==> config.mk <==
export PLATFORM = sky130hd
export DESIGN_NAME = adcs_sequencer
export DESIGN_NICKNAME = d
export VERILOG_FILES = /design/src/adcs_pkg.sv /design/src/adcs_sequencer.sv
export VERILOG_INCLUDE_DIRS = /design/src
export SDC_FILE = /design/constraint.sdc
export NUM_CORES = 1
export LEC_CHECK = 0
export ABC_AREA = 1
export ABC_CLOCK_PERIOD_IN_PS = 2200
export BUFFER_PORTS_ARGS = -buffer_cell sky130_fd_sc_hd__buf_2
export CAP_MARGIN = 10
export CELL_PAD_IN_SITES_DETAIL_PLACEMENT = 0
export CELL_PAD_IN_SITES_GLOBAL_PLACEMENT = 1
export CORE_MARGIN = 4
export CORE_UTILIZATION = 41
export CTS_CLUSTER_SIZE = 25
export DETAILED_ROUTE_END_ITERATION = 10
export PLACE_DENSITY = 0.88
export SLEW_MARGIN = 40
export SYNTH_ARGS = -nofsm -noshare
export SYNTH_HDL_FRONTEND = slang
export SYNTH_SLANG_ARGS = --single-unit
==> constraint.sdc <==
create_clock -name clk -period 2.2 [get_ports clk]
set_input_delay 0.66 -clock clk [delete_from_list [all_inputs] [get_ports clk]]
set_output_delay 0.66 -clock clk [all_outputs]
set_load 0.05 [all_outputs]
==> src/adcs_defs.svh <==
`ifndef ADCS_DEFS_SVH
`define ADCS_DEFS_SVH
// How it works
// - Starts are spaced so throughput never exceeds 100 ksps.
// - SAR clock is system clock divided by divider field plus one.
// - A conversion starts on software busy write, timer overflow or pin.
// - Busy stays high for the whole conversion, low when it ends.
// - Busy falling sets the done flag and the interrupt status bit.
// - Result lands in high and low registers, left or right aligned.
// - Normal tracking mode tracks the input whenever idle.
// - Low-power tracking adds three SAR clocks of tracking first, except on pin start.
// - Low-power with pin start tracks while pin low, converts on rise.
// - Tracking stops while the chip is asleep.
// - Results are ten bits wide.
// - Codes clamp at full scale or zero, never wrap.
// - Amplifier gain code steps gain upward through the gain table.

// ----------------------------------------
// Register byte addresses
// ----------------------------------------
`define ADCS_A_CTRL 8'h00
`define ADCS_A_CFG 8'h04
`define ADCS_A_RESH 8'h08
`define ADCS_A_RESL 8'h0c
`define ADCS_A_HVA 8'h10
`define ADCS_A_ISTAT 8'h14
`define ADCS_A_ICLR 8'h18
`define ADCS_A_IEN 8'h1c

// ----------------------------------------
// Fields and reset values
// ----------------------------------------
`define ADCS_B_TSEL 6
`define ADCS_B_DONE 5
`define ADCS_B_BUSY 4
`define ADCS_B_LJST 0
`define ADCS_B_HVEN 7
`define ADCS_R_CTRL 8'h00
`define ADCS_R_CFG 8'hf8
`define ADCS_R_HVA 8'h00

// ----------------------------------------
// Timing
// ----------------------------------------
`define ADCS_CLK_HZ 20000000
`define ADCS_MAX_SPS 100000
`define ADCS_MIN_GAP (`ADCS_CLK_HZ / `ADCS_MAX_SPS)
`define ADCS_TRACK_TICKS 3
`define ADCS_RES_BITS 10
`endif

==> src/adcs_pkg.sv <==
package adcs_pkg;
   typedef enum logic [1:0] {
      ADCS_IDLE = 2'b00,
      ADCS_TRACK = 2'b01,
      ADCS_CONV = 2'b10
   } adcs_state_t;
   typedef enum logic [1:0] {
      ADCS_SM_SW = 2'b00,
      ADCS_SM_T3 = 2'b01,
      ADCS_SM_EXT = 2'b10,
      ADCS_SM_T2 = 2'b11
   } adcs_smode_t;
endpackage

==> src/adcs_sequencer.sv <==
`timescale 1ns/10ps
`include "adcs_defs.svh"
module adcs_sequencer
   import adcs_pkg::*;
(
   input wire logic clk,
   input wire logic arst_n,
   input wire logic [7:0] s_awaddr,
   input wire logic s_awvalid,
   output logic s_awready,
   input wire logic [31:0] s_wdata,
   input wire logic [3:0] s_wstrb,
   input wire logic s_wvalid,
   output logic s_wready,
   output logic [1:0] s_bresp,
   output logic s_bvalid,
   input wire logic s_bready,
   input wire logic [7:0] s_araddr,
   input wire logic s_arvalid,
   output logic s_arready,
   output logic [31:0] s_rdata,
   output logic [1:0] s_rresp,
   output logic s_rvalid,
   input wire logic s_rready,
   input wire logic timer3_ovf,
   input wire logic timer2_ovf,
   input wire logic ext_convert_start,
   input wire logic cmp_in,
   input wire logic sleep_req,
   output logic track_en,
   output logic [9:0] dac_code,
   output logic hv_amp_enable,
   output logic [3:0] hv_amp_gain_code,
   output logic irq
);
   localparam logic [7:0] MIN_GAP = 8'(`ADCS_MIN_GAP);
   localparam logic [1:0] TRK_LAST = 2'(`ADCS_TRACK_TICKS - 1);
   localparam logic [9:0] MSB = 10'h200;

   // ----------------------------------------
   // Synchronisers
   // ----------------------------------------
   logic ext_m_reg, ext_s_reg, ext_d_reg, cmp_m_reg, cmp_s_reg;
   always_ff @(posedge clk or negedge arst_n)
      if (!arst_n)
      begin
         ext_m_reg <= 1'b0;
         ext_s_reg <= 1'b0;
         ext_d_reg <= 1'b0;
         cmp_m_reg <= 1'b0;
         cmp_s_reg <= 1'b0;
      end
      else
      begin
         ext_m_reg <= ext_convert_start;
         ext_s_reg <= ext_m_reg;
         ext_d_reg <= ext_s_reg;
         cmp_m_reg <= cmp_in;
         cmp_s_reg <= cmp_m_reg;
      end

   // ----------------------------------------
   // AXI4-Lite slave
   // ----------------------------------------
   logic awr_reg, awr_next, wr_reg, wr_next, bv_reg, bv_next;
   logic [1:0] br_reg, br_next, rr_reg, rr_next;
   logic [7:0] aa_reg, aa_next, wd_reg, wd_next;
   logic ws_reg, ws_next, arr_reg, arr_next, rv_reg, rv_next;
   logic [31:0] rd_reg, rd_next;
   logic wr_do, wr_en;
   logic [7:0] rsel;

   logic tsel_reg, done_reg, busy_reg, ljst_reg;
   adcs_smode_t smode_reg;
   logic [7:0] cfg_reg, res_hi_reg, res_lo_reg;
   logic hven_reg, ist_reg, ien_reg;
   logic [3:0] gain_reg;

   function automatic logic mapped(input logic [7:0] a);
      mapped = (a[1:0] == 2'b00) && (a[7:5] == 3'b000);
   endfunction

   always_comb
   begin
      awr_next = awr_reg;
      wr_next = wr_reg;
      bv_next = bv_reg;
      br_next = br_reg;
      aa_next = aa_reg;
      wd_next = wd_reg;
      ws_next = ws_reg;
      arr_next = arr_reg;
      rv_next = rv_reg;
      rd_next = rd_reg;
      rr_next = rr_reg;
      rsel = 8'h00;
      // Address and data held until both are in, either order
      if (awr_reg && s_awvalid)
      begin
         awr_next = 1'b0;
         aa_next = s_awaddr;
      end
      if (wr_reg && s_wvalid)
      begin
         wr_next = 1'b0;
         wd_next = s_wdata[7:0];
         ws_next = s_wstrb[0];
      end
      wr_do = !awr_reg && !wr_reg && !bv_reg;
      wr_en = wr_do && ws_reg && mapped(aa_reg);
      if (wr_do)
      begin
         bv_next = 1'b1;
         br_next = mapped(aa_reg) ? 2'b00 : 2'b10;
      end
      if (bv_reg && s_bready)
      begin
         bv_next = 1'b0;
         awr_next = 1'b1;
         wr_next = 1'b1;
      end
      if (arr_reg && s_arvalid)
      begin
         arr_next = 1'b0;
         rv_next = 1'b1;
         rr_next = mapped(s_araddr) ? 2'b00 : 2'b10;
         unique case (s_araddr)
            `ADCS_A_CTRL: rsel = {1'b0, tsel_reg, done_reg, busy_reg,
               smode_reg, 1'b0, ljst_reg};
            `ADCS_A_CFG: rsel = cfg_reg;
            `ADCS_A_RESH: rsel = res_hi_reg;
            `ADCS_A_RESL: rsel = res_lo_reg;
            `ADCS_A_HVA: rsel = {hven_reg, 3'b000, gain_reg};
            `ADCS_A_ISTAT: rsel = {7'h00, ist_reg};
            `ADCS_A_IEN: rsel = {7'h00, ien_reg};
            default: rsel = 8'h00;
         endcase
         rd_next = {24'h000000, rsel};
      end
      if (rv_reg && s_rready)
      begin
         rv_next = 1'b0;
         arr_next = 1'b1;
      end
   end

   always_ff @(posedge clk or negedge arst_n)
      if (!arst_n)
      begin
         awr_reg <= 1'b1;
         wr_reg <= 1'b1;
         bv_reg <= 1'b0;
         br_reg <= 2'b00;
         aa_reg <= 8'h00;
         wd_reg <= 8'h00;
         ws_reg <= 1'b0;
         arr_reg <= 1'b1;
         rv_reg <= 1'b0;
         rd_reg <= 32'h00000000;
         rr_reg <= 2'b00;
      end
      else
      begin
         awr_reg <= awr_next;
         wr_reg <= wr_next;
         bv_reg <= bv_next;
         br_reg <= br_next;
         aa_reg <= aa_next;
         wd_reg <= wd_next;
         ws_reg <= ws_next;
         arr_reg <= arr_next;
         rv_reg <= rv_next;
         rd_reg <= rd_next;
         rr_reg <= rr_next;
      end

   assign s_awready = awr_reg;
   assign s_wready = wr_reg;
   assign s_bvalid = bv_reg;
   assign s_bresp = br_reg;
   assign s_arready = arr_reg;
   assign s_rvalid = rv_reg;
   assign s_rdata = rd_reg;
   assign s_rresp = rr_reg;

   // ----------------------------------------
   // Conversion sequencer
   // ----------------------------------------
   adcs_state_t st_reg, st_next;
   adcs_smode_t smode_next;
   logic tsel_next, done_next, busy_next, ljst_next, hven_next;
   logic ist_next, ien_next, irq_reg, irq_next, trk_reg, trk_next;
   logic [7:0] cfg_next, res_hi_next, res_lo_next, gap_reg, gap_next;
   logic [3:0] gain_next;
   logic [4:0] div_reg, div_next;
   logic [1:0] tc_reg, tc_next;
   logic [9:0] mask_reg, mask_next, code_reg, code_next;
   logic [9:0] dac_reg, dac_next, code_up;
   logic trig, start, tick, w_ctrl;

   always_comb
   begin
      st_next = st_reg;
      smode_next = smode_reg;
      tsel_next = tsel_reg;
      done_next = done_reg;
      ljst_next = ljst_reg;
      cfg_next = cfg_reg;
      hven_next = hven_reg;
      gain_next = gain_reg;
      ien_next = ien_reg;
      ist_next = ist_reg;
      res_hi_next = res_hi_reg;
      res_lo_next = res_lo_reg;
      tc_next = tc_reg;
      mask_next = mask_reg;
      code_next = code_reg;
      dac_next = dac_reg;
      w_ctrl = wr_en && (aa_reg == `ADCS_A_CTRL);
      if (w_ctrl)
      begin
         tsel_next = wd_reg[`ADCS_B_TSEL];
         done_next = wd_reg[`ADCS_B_DONE];
         smode_next = adcs_smode_t'(wd_reg[3:2]);
         ljst_next = wd_reg[`ADCS_B_LJST];
      end
      if (wr_en && (aa_reg == `ADCS_A_CFG))
         cfg_next = wd_reg;
      if (wr_en && (aa_reg == `ADCS_A_HVA))
      begin
         hven_next = wd_reg[`ADCS_B_HVEN];
         gain_next = wd_reg[3:0];
      end
      if (wr_en && (aa_reg == `ADCS_A_IEN))
         ien_next = wd_reg[0];
      if (wr_en && (aa_reg == `ADCS_A_ICLR) && wd_reg[0])
         ist_next = 1'b0;
      unique case (smode_reg)
         ADCS_SM_SW: trig = w_ctrl && wd_reg[`ADCS_B_BUSY];
         ADCS_SM_T3: trig = timer3_ovf;
         ADCS_SM_EXT: trig = ext_s_reg && !ext_d_reg;
         ADCS_SM_T2: trig = timer2_ovf;
      endcase
      // Starts while busy or too soon are dropped, not queued
      start = trig && (st_reg == ADCS_IDLE) && (gap_reg == 8'h00);
      gap_next = start ? MIN_GAP - 8'h01 :
         ((gap_reg != 8'h00) ? gap_reg - 8'h01 : gap_reg);
      tick = (div_reg == cfg_reg[7:3]);
      div_next = (st_reg == ADCS_IDLE || tick) ? 5'h00 : div_reg + 5'h01;
      code_up = cmp_s_reg ? dac_reg : code_reg;
      unique case (st_reg)
         ADCS_IDLE:
            if (start)
            begin
               tc_next = 2'b00;
               mask_next = MSB;
               code_next = 10'h000;
               dac_next = MSB;
               // Pin start in low-power mode has already tracked
               if (tsel_reg && smode_reg != ADCS_SM_EXT)
                  st_next = ADCS_TRACK;
               else
                  st_next = ADCS_CONV;
            end
         ADCS_TRACK:
            if (tick)
            begin
               tc_next = tc_reg + 2'b01;
               if (tc_reg == TRK_LAST)
                  st_next = ADCS_CONV;
            end
         ADCS_CONV:
            if (tick)
            begin
               // Trial bit kept only when input is at or above it; clamps
               code_next = code_up;
               mask_next = mask_reg >> 1;
               dac_next = code_up | (mask_reg >> 1);
               if (mask_reg[0])
               begin
                  st_next = ADCS_IDLE;
                  done_next = 1'b1;
                  ist_next = 1'b1;
                  dac_next = 10'h000;
                  if (ljst_reg)
                  begin
                     res_hi_next = code_up[9:2];
                     res_lo_next = {code_up[1:0], 6'h00};
                  end
                  else
                  begin
                     res_hi_next = {6'h00, code_up[9:8]};
                     res_lo_next = code_up[7:0];
                  end
               end
            end
         default: st_next = ADCS_IDLE;
      endcase
      busy_next = (st_next != ADCS_IDLE);
      irq_next = ist_next && ien_next;
      if (sleep_req)
         trk_next = 1'b0;
      else if (st_reg == ADCS_IDLE)
         trk_next = !tsel_reg || (smode_reg == ADCS_SM_EXT && !ext_s_reg);
      else
         trk_next = (st_reg == ADCS_TRACK);
   end

   always_ff @(posedge clk or negedge arst_n)
      if (!arst_n)
      begin
         st_reg <= ADCS_IDLE;
         smode_reg <= ADCS_SM_SW;
         tsel_reg <= 1'b0;
         done_reg <= 1'b0;
         busy_reg <= 1'b0;
         ljst_reg <= 1'b0;
         cfg_reg <= `ADCS_R_CFG;
         hven_reg <= 1'b0;
         gain_reg <= 4'h0;
         ien_reg <= 1'b0;
         ist_reg <= 1'b0;
         irq_reg <= 1'b0;
         res_hi_reg <= 8'h00;
         res_lo_reg <= 8'h00;
         gap_reg <= 8'h00;
         div_reg <= 5'h00;
         tc_reg <= 2'b00;
         mask_reg <= 10'h000;
         code_reg <= 10'h000;
         dac_reg <= 10'h000;
         trk_reg <= 1'b0;
      end
      else
      begin
         st_reg <= st_next;
         smode_reg <= smode_next;
         tsel_reg <= tsel_next;
         done_reg <= done_next;
         busy_reg <= busy_next;
         ljst_reg <= ljst_next;
         cfg_reg <= cfg_next;
         hven_reg <= hven_next;
         gain_reg <= gain_next;
         ien_reg <= ien_next;
         ist_reg <= ist_next;
         irq_reg <= irq_next;
         res_hi_reg <= res_hi_next;
         res_lo_reg <= res_lo_next;
         gap_reg <= gap_next;
         div_reg <= div_next;
         tc_reg <= tc_next;
         mask_reg <= mask_next;
         code_reg <= code_next;
         dac_reg <= dac_next;
         trk_reg <= trk_next;
      end

   assign track_en = trk_reg;
   assign dac_code = dac_reg;
   assign hv_amp_enable = hven_reg;
   assign hv_amp_gain_code = gain_reg;
   assign irq = irq_reg;

   // ----------------------------------------
   // Checks
   // ----------------------------------------
   logic [7:0] since_reg;
   always_ff @(posedge clk or negedge arst_n)
      if (!arst_n)
         since_reg <= 8'hff;
      else
         since_reg <= start ? 8'h00 :
            ((since_reg == 8'hff) ? since_reg : since_reg + 8'h01);

   start_spacing_a: assert property (@(posedge clk) disable iff (!arst_n)
      start |-> since_reg >= MIN_GAP - 8'h01)
      else $error("conversion started too soon");
   sar_divide_a: assert property (@(posedge clk) disable iff (!arst_n)
      (st_reg == ADCS_CONV && tick && cfg_reg[7:3] != 5'h00)
      |=> !tick)
      else $error("sar tick not divided");
   timer_start_a: assert property (@(posedge clk) disable iff (!arst_n)
      (smode_reg == ADCS_SM_T3 && timer3_ovf && st_reg == ADCS_IDLE
      && gap_reg == 8'h00) |=> busy_reg)
      else $error("timer 3 start missed");
   busy_span_a: assert property (@(posedge clk) disable iff (!arst_n)
      busy_reg == (st_reg != ADCS_IDLE))
      else $error("busy not matching conversion");
   done_on_fall_a: assert property (@(posedge clk) disable iff (!arst_n)
      $fell(busy_reg) |-> done_reg && ist_reg)
      else $error("done not set at end");
   left_align_a: assert property (@(posedge clk) disable iff (!arst_n)
      ($fell(busy_reg) && $past(ljst_reg)) |-> res_lo_reg[5:0] == 6'h00)
      else $error("left result misaligned");
   cont_track_a: assert property (@(posedge clk) disable iff (!arst_n)
      (st_reg == ADCS_IDLE && !tsel_reg && !sleep_req) |=> track_en)
      else $error("idle input not tracking");
   track_len_a: assert property (@(posedge clk) disable iff (!arst_n)
      (st_reg == ADCS_TRACK && tick && tc_reg == TRK_LAST)
      |=> st_reg == ADCS_CONV && dac_code == MSB)
      else $error("tracking interval wrong");
   pin_track_a: assert property (@(posedge clk) disable iff (!arst_n)
      (st_reg == ADCS_IDLE && tsel_reg && smode_reg == ADCS_SM_EXT
      && !sleep_req) |=> track_en == !$past(ext_s_reg))
      else $error("pin tracking wrong");
   sleep_track_a: assert property (@(posedge clk) disable iff (!arst_n)
      sleep_req |=> !track_en)
      else $error("tracking while asleep");
endmodule

# Yosys cells after proc, flatten, opt, wreduce, memory -nomap -nowiden
# Index checks and enable logic that the tools add are counted.
dict set report op_classes {
  addsub 3
  n_eq_ne 21
  muxes 50
  bitwise_logic 1
  n_reduce_logical 53
}
# operator n
set op_table {}
lappend op_table {{2-to-1 mux 10 bit} 7}
lappend op_table {{one-hot mux 10 bit (2 select lines)} 3}
lappend op_table {{one-hot mux 8 bit (7 select lines)} 1}
lappend op_table {{== test 8 x 5 -> 1 bit (second input constant)} 6}
lappend op_table {{2-to-1 mux 8 bit} 4}
lappend op_table {{logical AND 1 bit} 24}
lappend op_table {{logical NOT 8 bit} 3}
lappend op_table {{2-to-1 mux 1 bit} 21}
lappend op_table {{2-to-1 mux 2 bit} 10}
lappend op_table {{== test 8 x 3 -> 1 bit (second input constant)} 2}
lappend op_table {{== test 8 x 4 -> 1 bit (second input constant)} 2}
lappend op_table {{nonzero test 2 bit} 8}
lappend op_table {{OR 10 x 9 -> 10 bit} 1}
lappend op_table {{AND reduction 3 bit} 3}
lappend op_table {{== test 2 bit (second input constant)} 4}
lappend op_table {{logical NOT 2 bit} 4}
lappend op_table {{!= test 2 bit (second input constant)} 4}
lappend op_table {{nonzero test 8 bit} 1}
lappend op_table {{subtractor 8 x 1 -> 8 bit (second input constant)} 1}
lappend op_table {{logical NOT 1 bit} 6}
lappend op_table {{logical NOT 3 bit} 2}
lappend op_table {{one-hot mux 2 bit (3 select lines)} 1}
lappend op_table {{adder 5 x 1 -> 5 bit (second input constant)} 1}
lappend op_table {{== test 5 bit} 1}
lappend op_table {{6 further kinds} 8}
dict set report word_totals {
  ff_bits 125
  inputBits 64
}

# Logic depth before layout (Yosys ltp)
# Gate-level depths: netlist of the first run.
dict set report depth {
  ltp_word 13
  mapped_depth 12
}

# Least setup slack after synthesis of the first run
# No wires, ideal clock.
dict set report synth_path {
  kind {flip-flop to flip-flop}
  startpoint {register bv_reg, in the netlist s_bvalid}
  endpoint {register dac_reg[6], in the netlist dac_code[6]}
  setup_ps 76
  arrival_time_ps 1691
  required_ps 2124
  path_slack_ps 433
  path_stages_with_launch 12
  path_buffers 2
  period_less_slack_ps 1767
  path_cell_list {dfrtp_1 -> inv_1 -> nand3_1 -> nor2_4 -> nand3_2 -> nand2_4 -> nand3_4 -> nand2_4 -> buf_6 -> buf_8 -> nand2_1 -> o21ai_1}
}
dict set report synth_via {
  elab_chain_len 11
}
# item line_no
set synth_lines {}
lappend synth_lines {{start: declaration} adcs_sequencer.sv:65} ;# logic awr_reg, awr_next, wr_reg, wr_next, bv_reg, bv_next;
lappend synth_lines {{start signal: assignment} adcs_sequencer.sv:166} ;# bv_reg <= bv_next;
lappend synth_lines {{logical NOT 1 bit} adcs_sequencer.sv:109} ;# wr_do = !awr_reg && !wr_reg && !bv_reg;
lappend synth_lines {{logical AND 1 bit} adcs_sequencer.sv:109}
lappend synth_lines {{logical AND 1 bit (2 in series)} adcs_sequencer.sv:110} ;# wr_en = wr_do && ws_reg && mapped(aa_reg);
lappend synth_lines {{logical AND 1 bit} adcs_sequencer.sv:219} ;# w_ctrl = wr_en && (aa_reg == `ADCS_A_CTRL);
lappend synth_lines {{logical AND 1 bit} adcs_sequencer.sv:239} ;# ADCS_SM_SW: trig = w_ctrl && wd_reg[`ADCS_B_BUSY];
lappend synth_lines {{one-hot mux 1 bit (4 select lines)} adcs_sequencer.sv:238} ;# unique case (smode_reg)
lappend synth_lines {{logical AND 1 bit (2 in series)} adcs_sequencer.sv:245} ;# start = trig && (st_reg == ADCS_IDLE) && (gap_reg == 8'h00);
lappend synth_lines {{!= test 2 bit (no line)} --}
lappend synth_lines {{AND reduction 3 bit (no line)} --}
lappend synth_lines {{end signal: assignment} adcs_sequencer.sv:355} ;# dac_reg <= dac_next;
lappend synth_lines {{end: declaration} adcs_sequencer.sv:198} ;# logic [9:0] dac_reg, dac_next, code_up;
# Every way passes these cells.
# A chain may end at the register's enable or synchronous reset.

# Final worst setup path of the first run
dict set report layout_path {
  startpoint {register wr_reg, in the netlist s_wready}
  endpoint {output port s_wready}
}
# item line_no
set layout_rtl {}
lappend layout_rtl {{start: declaration} adcs_sequencer.sv:65}
lappend layout_rtl {{start signal: assignment} adcs_sequencer.sv:165} ;# wr_reg <= wr_next;
lappend layout_rtl {{end: declaration} adcs_sequencer.sv:14} ;# output logic s_wready,
# No word-level cell between the ends.

==> flow_summary.toml, run 1 <==
[outcome]
outcome = "finished, final reports clean"

[yosys]
synth_flop_cell = "dfrtp_1"
yosys-top-cells-area = "dfrtp_1, nand2_1, o21ai_0"
yosysTopAreaCell = "dfrtp_1"
synth_seq_cells = 123
synth_cells = 711
yosysMostFrequentCell = "nand2_1"
async_flop_share_pct = 100
ys_types = 39
syn_area_um2 = 5910
yosysSeqAreaShare_pct = 52.3
synth.top_cell.area_share_pct = 48.7
yosysWarnings = 0
synthTopCellsByCount = "nand2_1, dfrtp_1, inv_1, o21ai_0, nor2_1"
synth_area_per_cell_um2 = 8.31
synth_edf_count = 0

[detailed_routing]
drt.antenna.violating_nets = 0
via_per_inst = 4.76
firstDrtPassIters = 5
wire_per_inst_um = 13.3
drt_iter0_drc = 372
routed_wl_um = 13100
drc = 0
vias = 4685

[finish]
drive_above_1_share_pct = 18.5
multi_input_area_um2 = 2280
seq_area_um2 = 3090
fin_cells = 985
diodes = 0
fin_util_pct = 50.6
fillers = 1353
final_net_count = 859
area_delta_synth_final_pct = 19.7

[sta]
fin_worst_skew_ns = 0.00904
rsz0062_at_grt = "no"
worstMarginPinSlew_ns = 0.576
hold_violations = 0
setup_viol = 0
max_clock_freq_mhz = 526
fin_setup_tns_ns = 0
drv_slew = 0
fin_crit_ns = 1.90
timing.final.crit_share_pct = 86.3
slew_headroom_pct = 61.6

[floorplan]
coreArea_um2 = 14000
boundaryPins = 122
start_util_pct = 42.2
dieHeight_um = 128
die_x_um = 128
rows = 43
die-area_um2 = 16400

[clock_tree]
cts-root-buf = "clkbuf_16"
cts_hold_buf = 0
htree_levels = 4
cts_tree = "built"
clock_latency_ns = 0.42
clk_path_buf_depth = 2
clkTransAtPathRegs_ns = 0.05
clock-sinks = 123
cts_resized = 0
postCtsSetupRepairBufs = 0
cts_buffers = 17

[global_routing]
grt_busiest_layer = "met2"
grt_use_met3_pct = 3.92
grt_pass1_vias = 4564
grt.overflow.total = 0
track_usage_pct = 17.0
grt_use_met2_pct = 26.8
grt.met1_usage_pct = 23.0
grt_pass1_wl_um = 22200
grt_max_degree = 65
antenna_found_initial = 0

[critical_path]
cp_slowest_stage_delay_ns = 0.56
crit_family = "flip-flops"
critical_path_buf_inv_count = 1
cp.required_ns = 1.54
rrSetupSlack_ns = 0.33
critPathLaunchType = "flop"
critPathKind = "reg2out"
cp_max_fo = 4
crit_chain = "buf_2"
end_kind = "primary output"
cp_slowest_cell = "dfstp_2"
cp.arrival_ns = 1.24

[power]
ir_worst_vdd_uv = 545
leakage_nw = 3.51
power_density_nw_per_um2 = 933

[placement]
dp_hpwl_um = 9470
dp.cells = 953
io_buffers = 68
place_congestion = 0.803

[run]
cap_violations = 0

[worst_hold_path]
hold_class = "in2async"
per-stage QoR:
stage | hold slack, ns | total power [mW] | cell area (µm²) | worst slack (ns)
final | 0.136 | 6.60 | 7070 | 0.300
after CTS | 0.130 | 6.65 | 7070 | 0.279
after global placement | 0.332 | 3.57 | 6420 | 0.338
after global routing | 0.147 | 6.86 | 7070 | 0.0929
after floorplan | 0.331 | 3.35 | 6000 | 0.433
after detailed placement | 0.340 | 3.60 | 6420 | 0.313
path summary, 6_finish.rpt:
kind,startpoint,end,cells after the start
worst max-delay path,s_wready$_DFFE_PN1P_,s_wready,1
worst min-delay path,arst_n,s_bvalid$_DFFE_PN0P_,1
worst max register to register,cfg_reg[5]$_DFFE_PN1P_,res_hi_reg[2]$_DFFE_PN0P_,9
worst min register to register,ext_m_reg$_DFF_PN0_,ext_s_reg$_DFF_PN0_,0
max in group asynchronous,arst_n,cfg_reg[3]$_DFFE_PN1P_,2
min in group clk,ext_m_reg$_DFF_PN0_,ext_s_reg$_DFF_PN0_,0
layout by cell type, fill, tap and decap left out, types with 4 or more instances in the layout:
master,count
inv_1,81
nand2_1,181
buf_2,67
a211oi_1,9
nand4_1,12
clkbuf_8,6
clkbuf_16,17
inv_2,5
a21oi_1,13
dfrtp_1,115
nor2_2,4
o21ai_0,77
conb_1,26
mux2_2,7
o21ai_2,5
nor2_1,71
buf_12,4
xor2_1,4
dfstp_2,8
bufinv_16,4
nand3_1,41
buf_4,12
cell type report:
class,count,share of cell area [%]
multi-input combinational,480,32.2
clock inverter,6,1.84
clock buffer,26,7.34
sequential,123,43.7
tap,180,3.18
inverter,87,4.62
timing repair buffer,83,7.15
routing by layer:
metal	part of all wire, %	vias to the layer above	wire length, µm
met1	46	2176	6030
met5	0	-	0
met3	4.9	18	646
li1	-	2385	-
met4	1.6	0	216
met2	47	106	6220
where the power goes:
| part | switching [mW] | internal, mW |
|---|---|---|
| combinational | 0.670 | 0.244 |
| sequential | 0.139 | 2.49 |
| clock | 0.977 | 2.07 |
logic make-up (layout without fill, tap and decap cells):
group	count (synthesis)	count (layout)	synth area share, %
and+or+nand+nor	326	326	23.7
buffers and inverters	133	202	10.7
DFF	123	123	52.3
AOI/OAI and AO/OA	111	111	10.3
xor gates and xnor gates	7	7	1.04
muxes	7	7	1.33
adders and majority gates	3	3	0.635
other	1	26	0.0635
No activity file was read; power rests on OpenSTA's default activity.
==> inputs of run 2 (changes only) <==
--- a/config.mk
+++ b/config.mk
@@ -6,17 +6,16 @@
 export SDC_FILE = /design/constraint.sdc
 export NUM_CORES = 1
 export LEC_CHECK = 0
-export ABC_AREA = 1
 export ABC_CLOCK_PERIOD_IN_PS = 2200
 export BUFFER_PORTS_ARGS = -buffer_cell sky130_fd_sc_hd__buf_2
 export CAP_MARGIN = 10
 export CELL_PAD_IN_SITES_DETAIL_PLACEMENT = 0
 export CELL_PAD_IN_SITES_GLOBAL_PLACEMENT = 1
 export CORE_MARGIN = 4
-export CORE_UTILIZATION = 41
+export CORE_UTILIZATION = 43
 export CTS_CLUSTER_SIZE = 25
 export DETAILED_ROUTE_END_ITERATION = 10
-export PLACE_DENSITY = 0.88
+export PLACE_DENSITY = 0.86
 export SLEW_MARGIN = 40
 export SYNTH_ARGS = -nofsm -noshare
 export SYNTH_HDL_FRONTEND = slang
==> run 2 against run 1 <==
  * Setup slack worse by 0.21 ns
  * Via count is 8.2% lower
  * Count of clock-buffer cells in the layout fell by 1
  * Routed wire length increased by 4.0%
  * Final area is 2.7% higher
  * Critical path type is now reg2reg
  * Largest cell class unchanged
==> flow_summary.toml, run 2 <==
[sta]
timing.final.crit_share_pct = 96.1
rsz0062_at_grt = "yes"
fin_crit_ns = 2.11
hold_slack_ns = 0.113
slew_headroom_pct = 58.6
fin_worst_skew_ns = 0.00657
max_clock_freq_mhz = 473
drv_slew = 0
worstMarginPinSlew_ns = 0.620
setup_slack_ns = 0.0864
hold_violations = 0
setup_viol = 0

[global_routing]
grt_pass1_vias = 4466
grt_max_degree = 49
grt_use_met3_pct = 4.86
antenna_found_initial = 0
track_usage_pct = 18.0
grt.overflow.total = 0
grt_use_met2_pct = 28.3
grt_busiest_layer = "met2"
grt_pass1_wl_um = 22800
grt.met1_usage_pct = 23.4

[placement]
pre_cts_slack_ns = -0.0527
io_buffers = 68
place_congestion = 0.821
dp_hpwl_um = 9750

[power]
seq_power_share_pct = 40.5
p_switching_mw = 1.97
p_int_mw = 4.92
leakage_nw = 3.53
clkPwrFrac_pct = 40.5
power_density_nw_per_um2 = 947
pwr-share-comb_pct = 19.0
p_sw_share_pct = 28.6
power_mw = 6.88
ir_worst_vdd_uv = 639

[yosys]
synth_seq_cells = 123
yosysMostFrequentCell = "dfrtp_1"
syn_area_um2 = 5950
yosysTopAreaCell = "dfrtp_1"
synth_flop_cell = "dfrtp_1"
yosys-top-cells-area = "dfrtp_1, mux2_2, dfstp_2"
async_flop_share_pct = 100
synth_cells = 507
yosysSeqAreaShare_pct = 51.9
synthTopCellsByCount = "dfrtp_1, nand2_1, mux2_2, o21ai_0"
synth_area_per_cell_um2 = 11.7
yosysWarnings = 0
ys_types = 59
synth.top_cell.area_share_pct = 48.4
synth_edf_count = 0

[critical_path]
cp_slowest_stage_delay_ns = 0.38
critical_path_buf_inv_count = 2
critPathKind = "reg2reg"
critPathLaunchType = "flop"
r2r-start = "gap_reg[1]$_DFFE_PN0P_"
cp_slowest_cell = "dfrtp_1"
worstSetupStartpoint = "gap_reg[1]$_DFFE_PN0P_"
cp.depth = 8
end_kind = "flop"
crit_family = "compound AO/OA/AOI/OAI gates"
cp.arrival_ns = 2.47
cp.required_ns = 2.55
crit_chain = "inv_1 > ha_1 > nor3b_4 > nand3b_4 > a211o_4 > buf_4 > a21oi_2 > a22o_1"
worst_r2r_path_depth = 8
cp_max_fo = 7

[finish]
final_net_count = 678
area_delta_synth_final_pct = 22.2
fillers = 1143
drive_above_1_share_pct = 34.9
mostFrequentLayoutCells = "dfrtp_1, buf_2, nand2_1, buf_4, mux2_2"
multi_input_area_um2 = 2650
seq_area_um2 = 3090
diodes = 0
final_common_cell = "dfrtp_1"

[floorplan]
die_x_um = 126
start_util_pct = 44.4
coreArea_um2 = 13400
dieHeight_um = 126
boundaryPins = 122
die-area_um2 = 15800
rows = 42

[outcome]
outcome = "finished, final reports clean"

[detailed_routing]
routed_wl_um = 13600
drc = 0
drt_iter0_drc = 379
via_per_inst = 5.38
wire_per_inst_um = 17.1
drt.antenna.violating_nets = 0
vias = 4301
firstDrtPassIters = 4

[clock_tree]
clkTransAtPathRegs_ns = 0.05
htree_levels = 4
clock-sinks = 123
cts-root-buf = "clkbuf_16"
clk_path_buf_depth = 2
clock_latency_ns = 0.41
cts_buffers = 17
cts_tree = "built"
cts_hold_buf = 0

[worst_hold_path]
hold_class = "in2async"

[run]
cap_violations = 0
[run 2: changes by cell type in the layout (fill, tap and decap cells not counted), moves of 10 or more]
cell and change:
buf_4 +27, mux2i_1 +15, o31ai_1 +11, a22o_1 +11, nor2_1 -45, inv_1 -64, o21ai_0 -48, nand4_1 -10
mux2_4 +12, nand2_1 -132, mux2_2 +30, nand3_1 -24
[run 2: layer usage]
metal	routed length (µm)	vias to the layer above
met1	5950	2154
met2	6630	125
met4	424	0
li1	-	1990
met3	647	32
met5	0	-
[run 2: area by class of cell]
type | count | area share, %
flip-flops and latches | 123 | 42.5
multi-input cells | 345 | 36.4
repair buffers | 107 | 8.92
clock buffers | 25 | 7.09
well taps | 176 | 3.03
clock inverters | 7 | 1.17
inverters | 17 | 0.878
[run 2: cell families (layout without fill, tap and decap cells)]
kind of cell             after synthesis  after routing  synth area share (%)
XOR/XNOR                              10             10                  1.47
flip-flops                           123            123                  51.9
adder cells (fa/ha/maj)                3              3                 0.631
other                                  1             26                0.0631
buffers and inverters                 64            156                  5.85
AND/OR/NAND/NOR                      131            131                  11.9
AO/OA/AOI/OAI                        103            103                  12.6
multiplexers                          72             72                  15.6
[run 2: path summary, 6_finish.rpt]
check / endpoint / slack (ns)
min: wd_reg[0]$_DFFE_PN0P_ / 0.11
min in group clk: ext_s_reg$_DFF_PN0_ / 0.35
max: code_reg[1]$_DFFE_PN0P_ / 0.09
max reg2reg: code_reg[1]$_DFFE_PN0P_ / 0.09
max in group asynchronous: code_reg[4]$_DFFE_PN0P_ / 1.39
min reg2reg: ext_s_reg$_DFF_PN0_ / 0.35
[run 2: metrics by stage]
stage               std cells  setup TNS, ns  area (µm²)  util (%)
floorplan                 532              0        6040         -
global placement          766          -1.49        6610      49.3
detailed placement        766         -0.435        6620      49.4
CTS                       799              0        7220      53.9
global route              800         -0.185        7270      54.2
finish                    800              0        7270      54.2
[run 2: repair_timing]
action,CTS,global route
buffers inserted,1,1
endpoints found under the setup margin,12,35
pin swaps,1,1
endpoints found under the hold margin,0,0
cloned,0,0
resized for setup,0,6
[run 2: power by group through the flow]
stage	Sequential, mW	Clock (mW)	Combinational, mW
5_1_grt	2.83	2.95	1.40
2_1_floorplan	3.00	0	0.659
4_1_cts	2.78	2.83	1.31
3_3_place_gp	2.80	0	1.26
3_5_place_dp	2.82	0	1.30
6_report	2.79	2.79	1.31
==> inputs of run 3 (changes only) <==
--- a/config.mk
+++ b/config.mk
@@ -15,6 +15,8 @@
 export CORE_UTILIZATION = 43
 export CTS_CLUSTER_SIZE = 25
 export DETAILED_ROUTE_END_ITERATION = 10
+export GPL_TIMING_DRIVEN = 0
+export MAX_ROUTING_LAYER = met4
 export PLACE_DENSITY = 0.86
 export SLEW_MARGIN = 40
 export SYNTH_ARGS = -nofsm -noshare
==> run 3 against run 2 <==
  * Hold slack improved by 0.050 ns
  * Register-to-register slack improved by 0.03 ns
  * Clock skew up 0.0026 ns
  * Sequential share of layout area fell by 0.30 points
  * Global-route usage grew 0.52 points
  * Critical path depth decreased by 1
  * Sequential power up 2%
  * Count of clock-buffer cells in the layout grew 4
  * Clock power down 10%
  * Maximum frequency increased by 1.7%
  * Non-clock buffer count is 18 higher
  * Setup slack gained 0.034 ns
==> flow_summary.toml, run 3 (synthesis gave the netlist of run 2 again) <==
[power]
power_density_nw_per_um2 = 885
ir_worst_vdd_uv = 566
leakage_nw = 3.56

[finish]
multi_input_area_um2 = 2670
area_delta_synth_final_pct = 23.1
seq_area_um2 = 3090
mostFrequentLayoutCells = "dfrtp_1, buf_2, nand2_1, buf_4, mux2_2"
drive_above_1_share_pct = 34.7
diodes = 0
final_common_cell = "dfrtp_1"
fin_cells = 818
fillers = 1139
final_net_count = 696

[sta]
timing.final.crit_share_pct = 94.5
worstMarginPinSlew_ns = 0.587
setup_viol = 0
hold_slack_ns = 0.163
fin_crit_ns = 2.08
hold_violations = 0
max_clock_freq_mhz = 481
fin_worst_skew_ns = 0.00914
slew_headroom_pct = 60.9
drv_slew = 0

[clock_tree]
clkTransAtPathRegs_ns = 0.05
clk_path_buf_depth = 2
clock_latency_ns = 0.41
cts_tree = "built"
clock-sinks = 123
cts-root-buf = "clkbuf_16"
htree_levels = 4
cts_buffers = 17
cts_hold_buf = 0

[critical_path]
cp_slowest_cell = "dfrtp_1"
rrSetupSlack_ns = 0.12
end_kind = "flop"
cp_max_fo = 8
cp.arrival_ns = 2.38
worst_r2r_path_depth = 7
critPathKind = "reg2reg"
crit_chain = "inv_1 > ha_1 > nor3b_4 > nand3b_4 > a211o_4 > o2bb2ai_2 > a22o_1"
cp_slowest_stage_delay_ns = 0.41
critPathLaunchType = "flop"
r2r-start = "gap_reg[0]$_DFFE_PN0P_"
cp.required_ns = 2.50
r2r_end = "code_reg[1]$_DFFE_PN0P_"

[detailed_routing]
drt.antenna.violating_nets = 0
routed_wl_um = 13600
vias = 4298
wire_per_inst_um = 16.6
via_per_inst = 5.25
drc = 0
firstDrtPassIters = 4
drt_iter0_drc = 284

[global_routing]
grt_use_met3_pct = 4.35
grt_pass1_vias = 4387
grt.met1_usage_pct = 23.5
track_usage_pct = 18.5
antenna_found_initial = 0
grt.overflow.total = 0
grt_busiest_layer = "met2"
grt_use_met2_pct = 28.5
grt_pass1_wl_um = 22600
grt_max_degree = 70

[placement]
dp_hpwl_um = 9830
io_buffers = 67
place_congestion = 0.852
dp.cells = 776

[floorplan]
die-area_um2 = 15800
dieHeight_um = 126
die_x_um = 126
start_util_pct = 44.4
coreArea_um2 = 13400
rows = 42
boundaryPins = 122

[outcome]
outcome = "finished, final reports clean"

[worst_hold_path]
hold_class = "in2async"

[run]
cap_violations = 0
run 3: per-layer routing:
layer	part of all wire, %	routed length, µm
met5	0	0
met4	2.6	352
met3	5.4	735
met2	49	6660
met1	43	5870
run 3: through the flow:
step                      setup WS (ns)  instance area (µm²)  total power, mW  utilization, %  setup TNS [ns]
after CTS                      0.000169                 7250             6.53            54.1               0
final                             0.121                 7320             6.48            54.6               0
after global placement            -1.00                 6600             3.93            49.2         -118.97
after detailed placement         -0.201                 6630             3.99            49.5           -3.95
after floorplan                   0.102                 6040             3.66               -               0
after global routing           -0.00681                 7320             6.76            54.6         -0.0131
run 3: area by class of cell:
type | instances | share of cell area [%]
plain buffers | 47 | 4.03
clock buffers | 29 | 7.11
clock inverters | 3 | 0.205
inverters | 17 | 0.872
multi-input cells | 345 | 36.5
flip-flops and latches | 123 | 42.2
well taps | 176 | 3.01
repair buffers | 78 | 6.12
run 3: worst max path at each step:
stage | endpoint | depth (start not counted) | startpoint | slack, ns
2_1_floorplan | cfg_reg[0]$_DFFE_PN0P_ | 4 | s_bvalid$_DFFE_PN0P_ | 0.10
3_3_place_gp | gap_reg[5]$_DFFE_PN0P_ | 1 | arst_n | -1.00
3_5_place_dp | mask_reg[5]$_DFFE_PN0P_ | 8 | gap_reg[0]$_DFFE_PN0P_ | -0.20
4_1_cts | mask_reg[2]$_DFFE_PN0P_ | 7 | st_reg[1]$_DFF_PN0_ | 0.0002
5_1_grt | dac_code[1]$_DFFE_PN0P_ | 8 | gap_reg[1]$_DFFE_PN0P_ | -0.007
6_report | code_reg[1]$_DFFE_PN0P_ | 7 | gap_reg[0]$_DFFE_PN0P_ | 0.12
run 3: where the power goes:
group	switching [mW]	leakage, nW	internal [mW]
logic	0.684	1.74	0.445
clock network	0.932	0.265	1.58
registers	0.292	1.55	2.54
run 3: worst max-delay path, delay by kind of cell, from the launching register on:
family,cells,cell delay [ns]
adder cells (fa/ha/maj),1,0.17
AO/OA/AOI/OAI,3,0.82
buffers and inverters,1,0.07
flip-flops,1,0.41
AND/OR/NAND/NOR,2,0.48
run 3: what timing repair did:
item / in CTS / in global routing
setup buffers: 7 / 2
gates resized for setup: 6 / 20
setup endpoints to repair: 41 / 37
pin swaps: 3 / 2
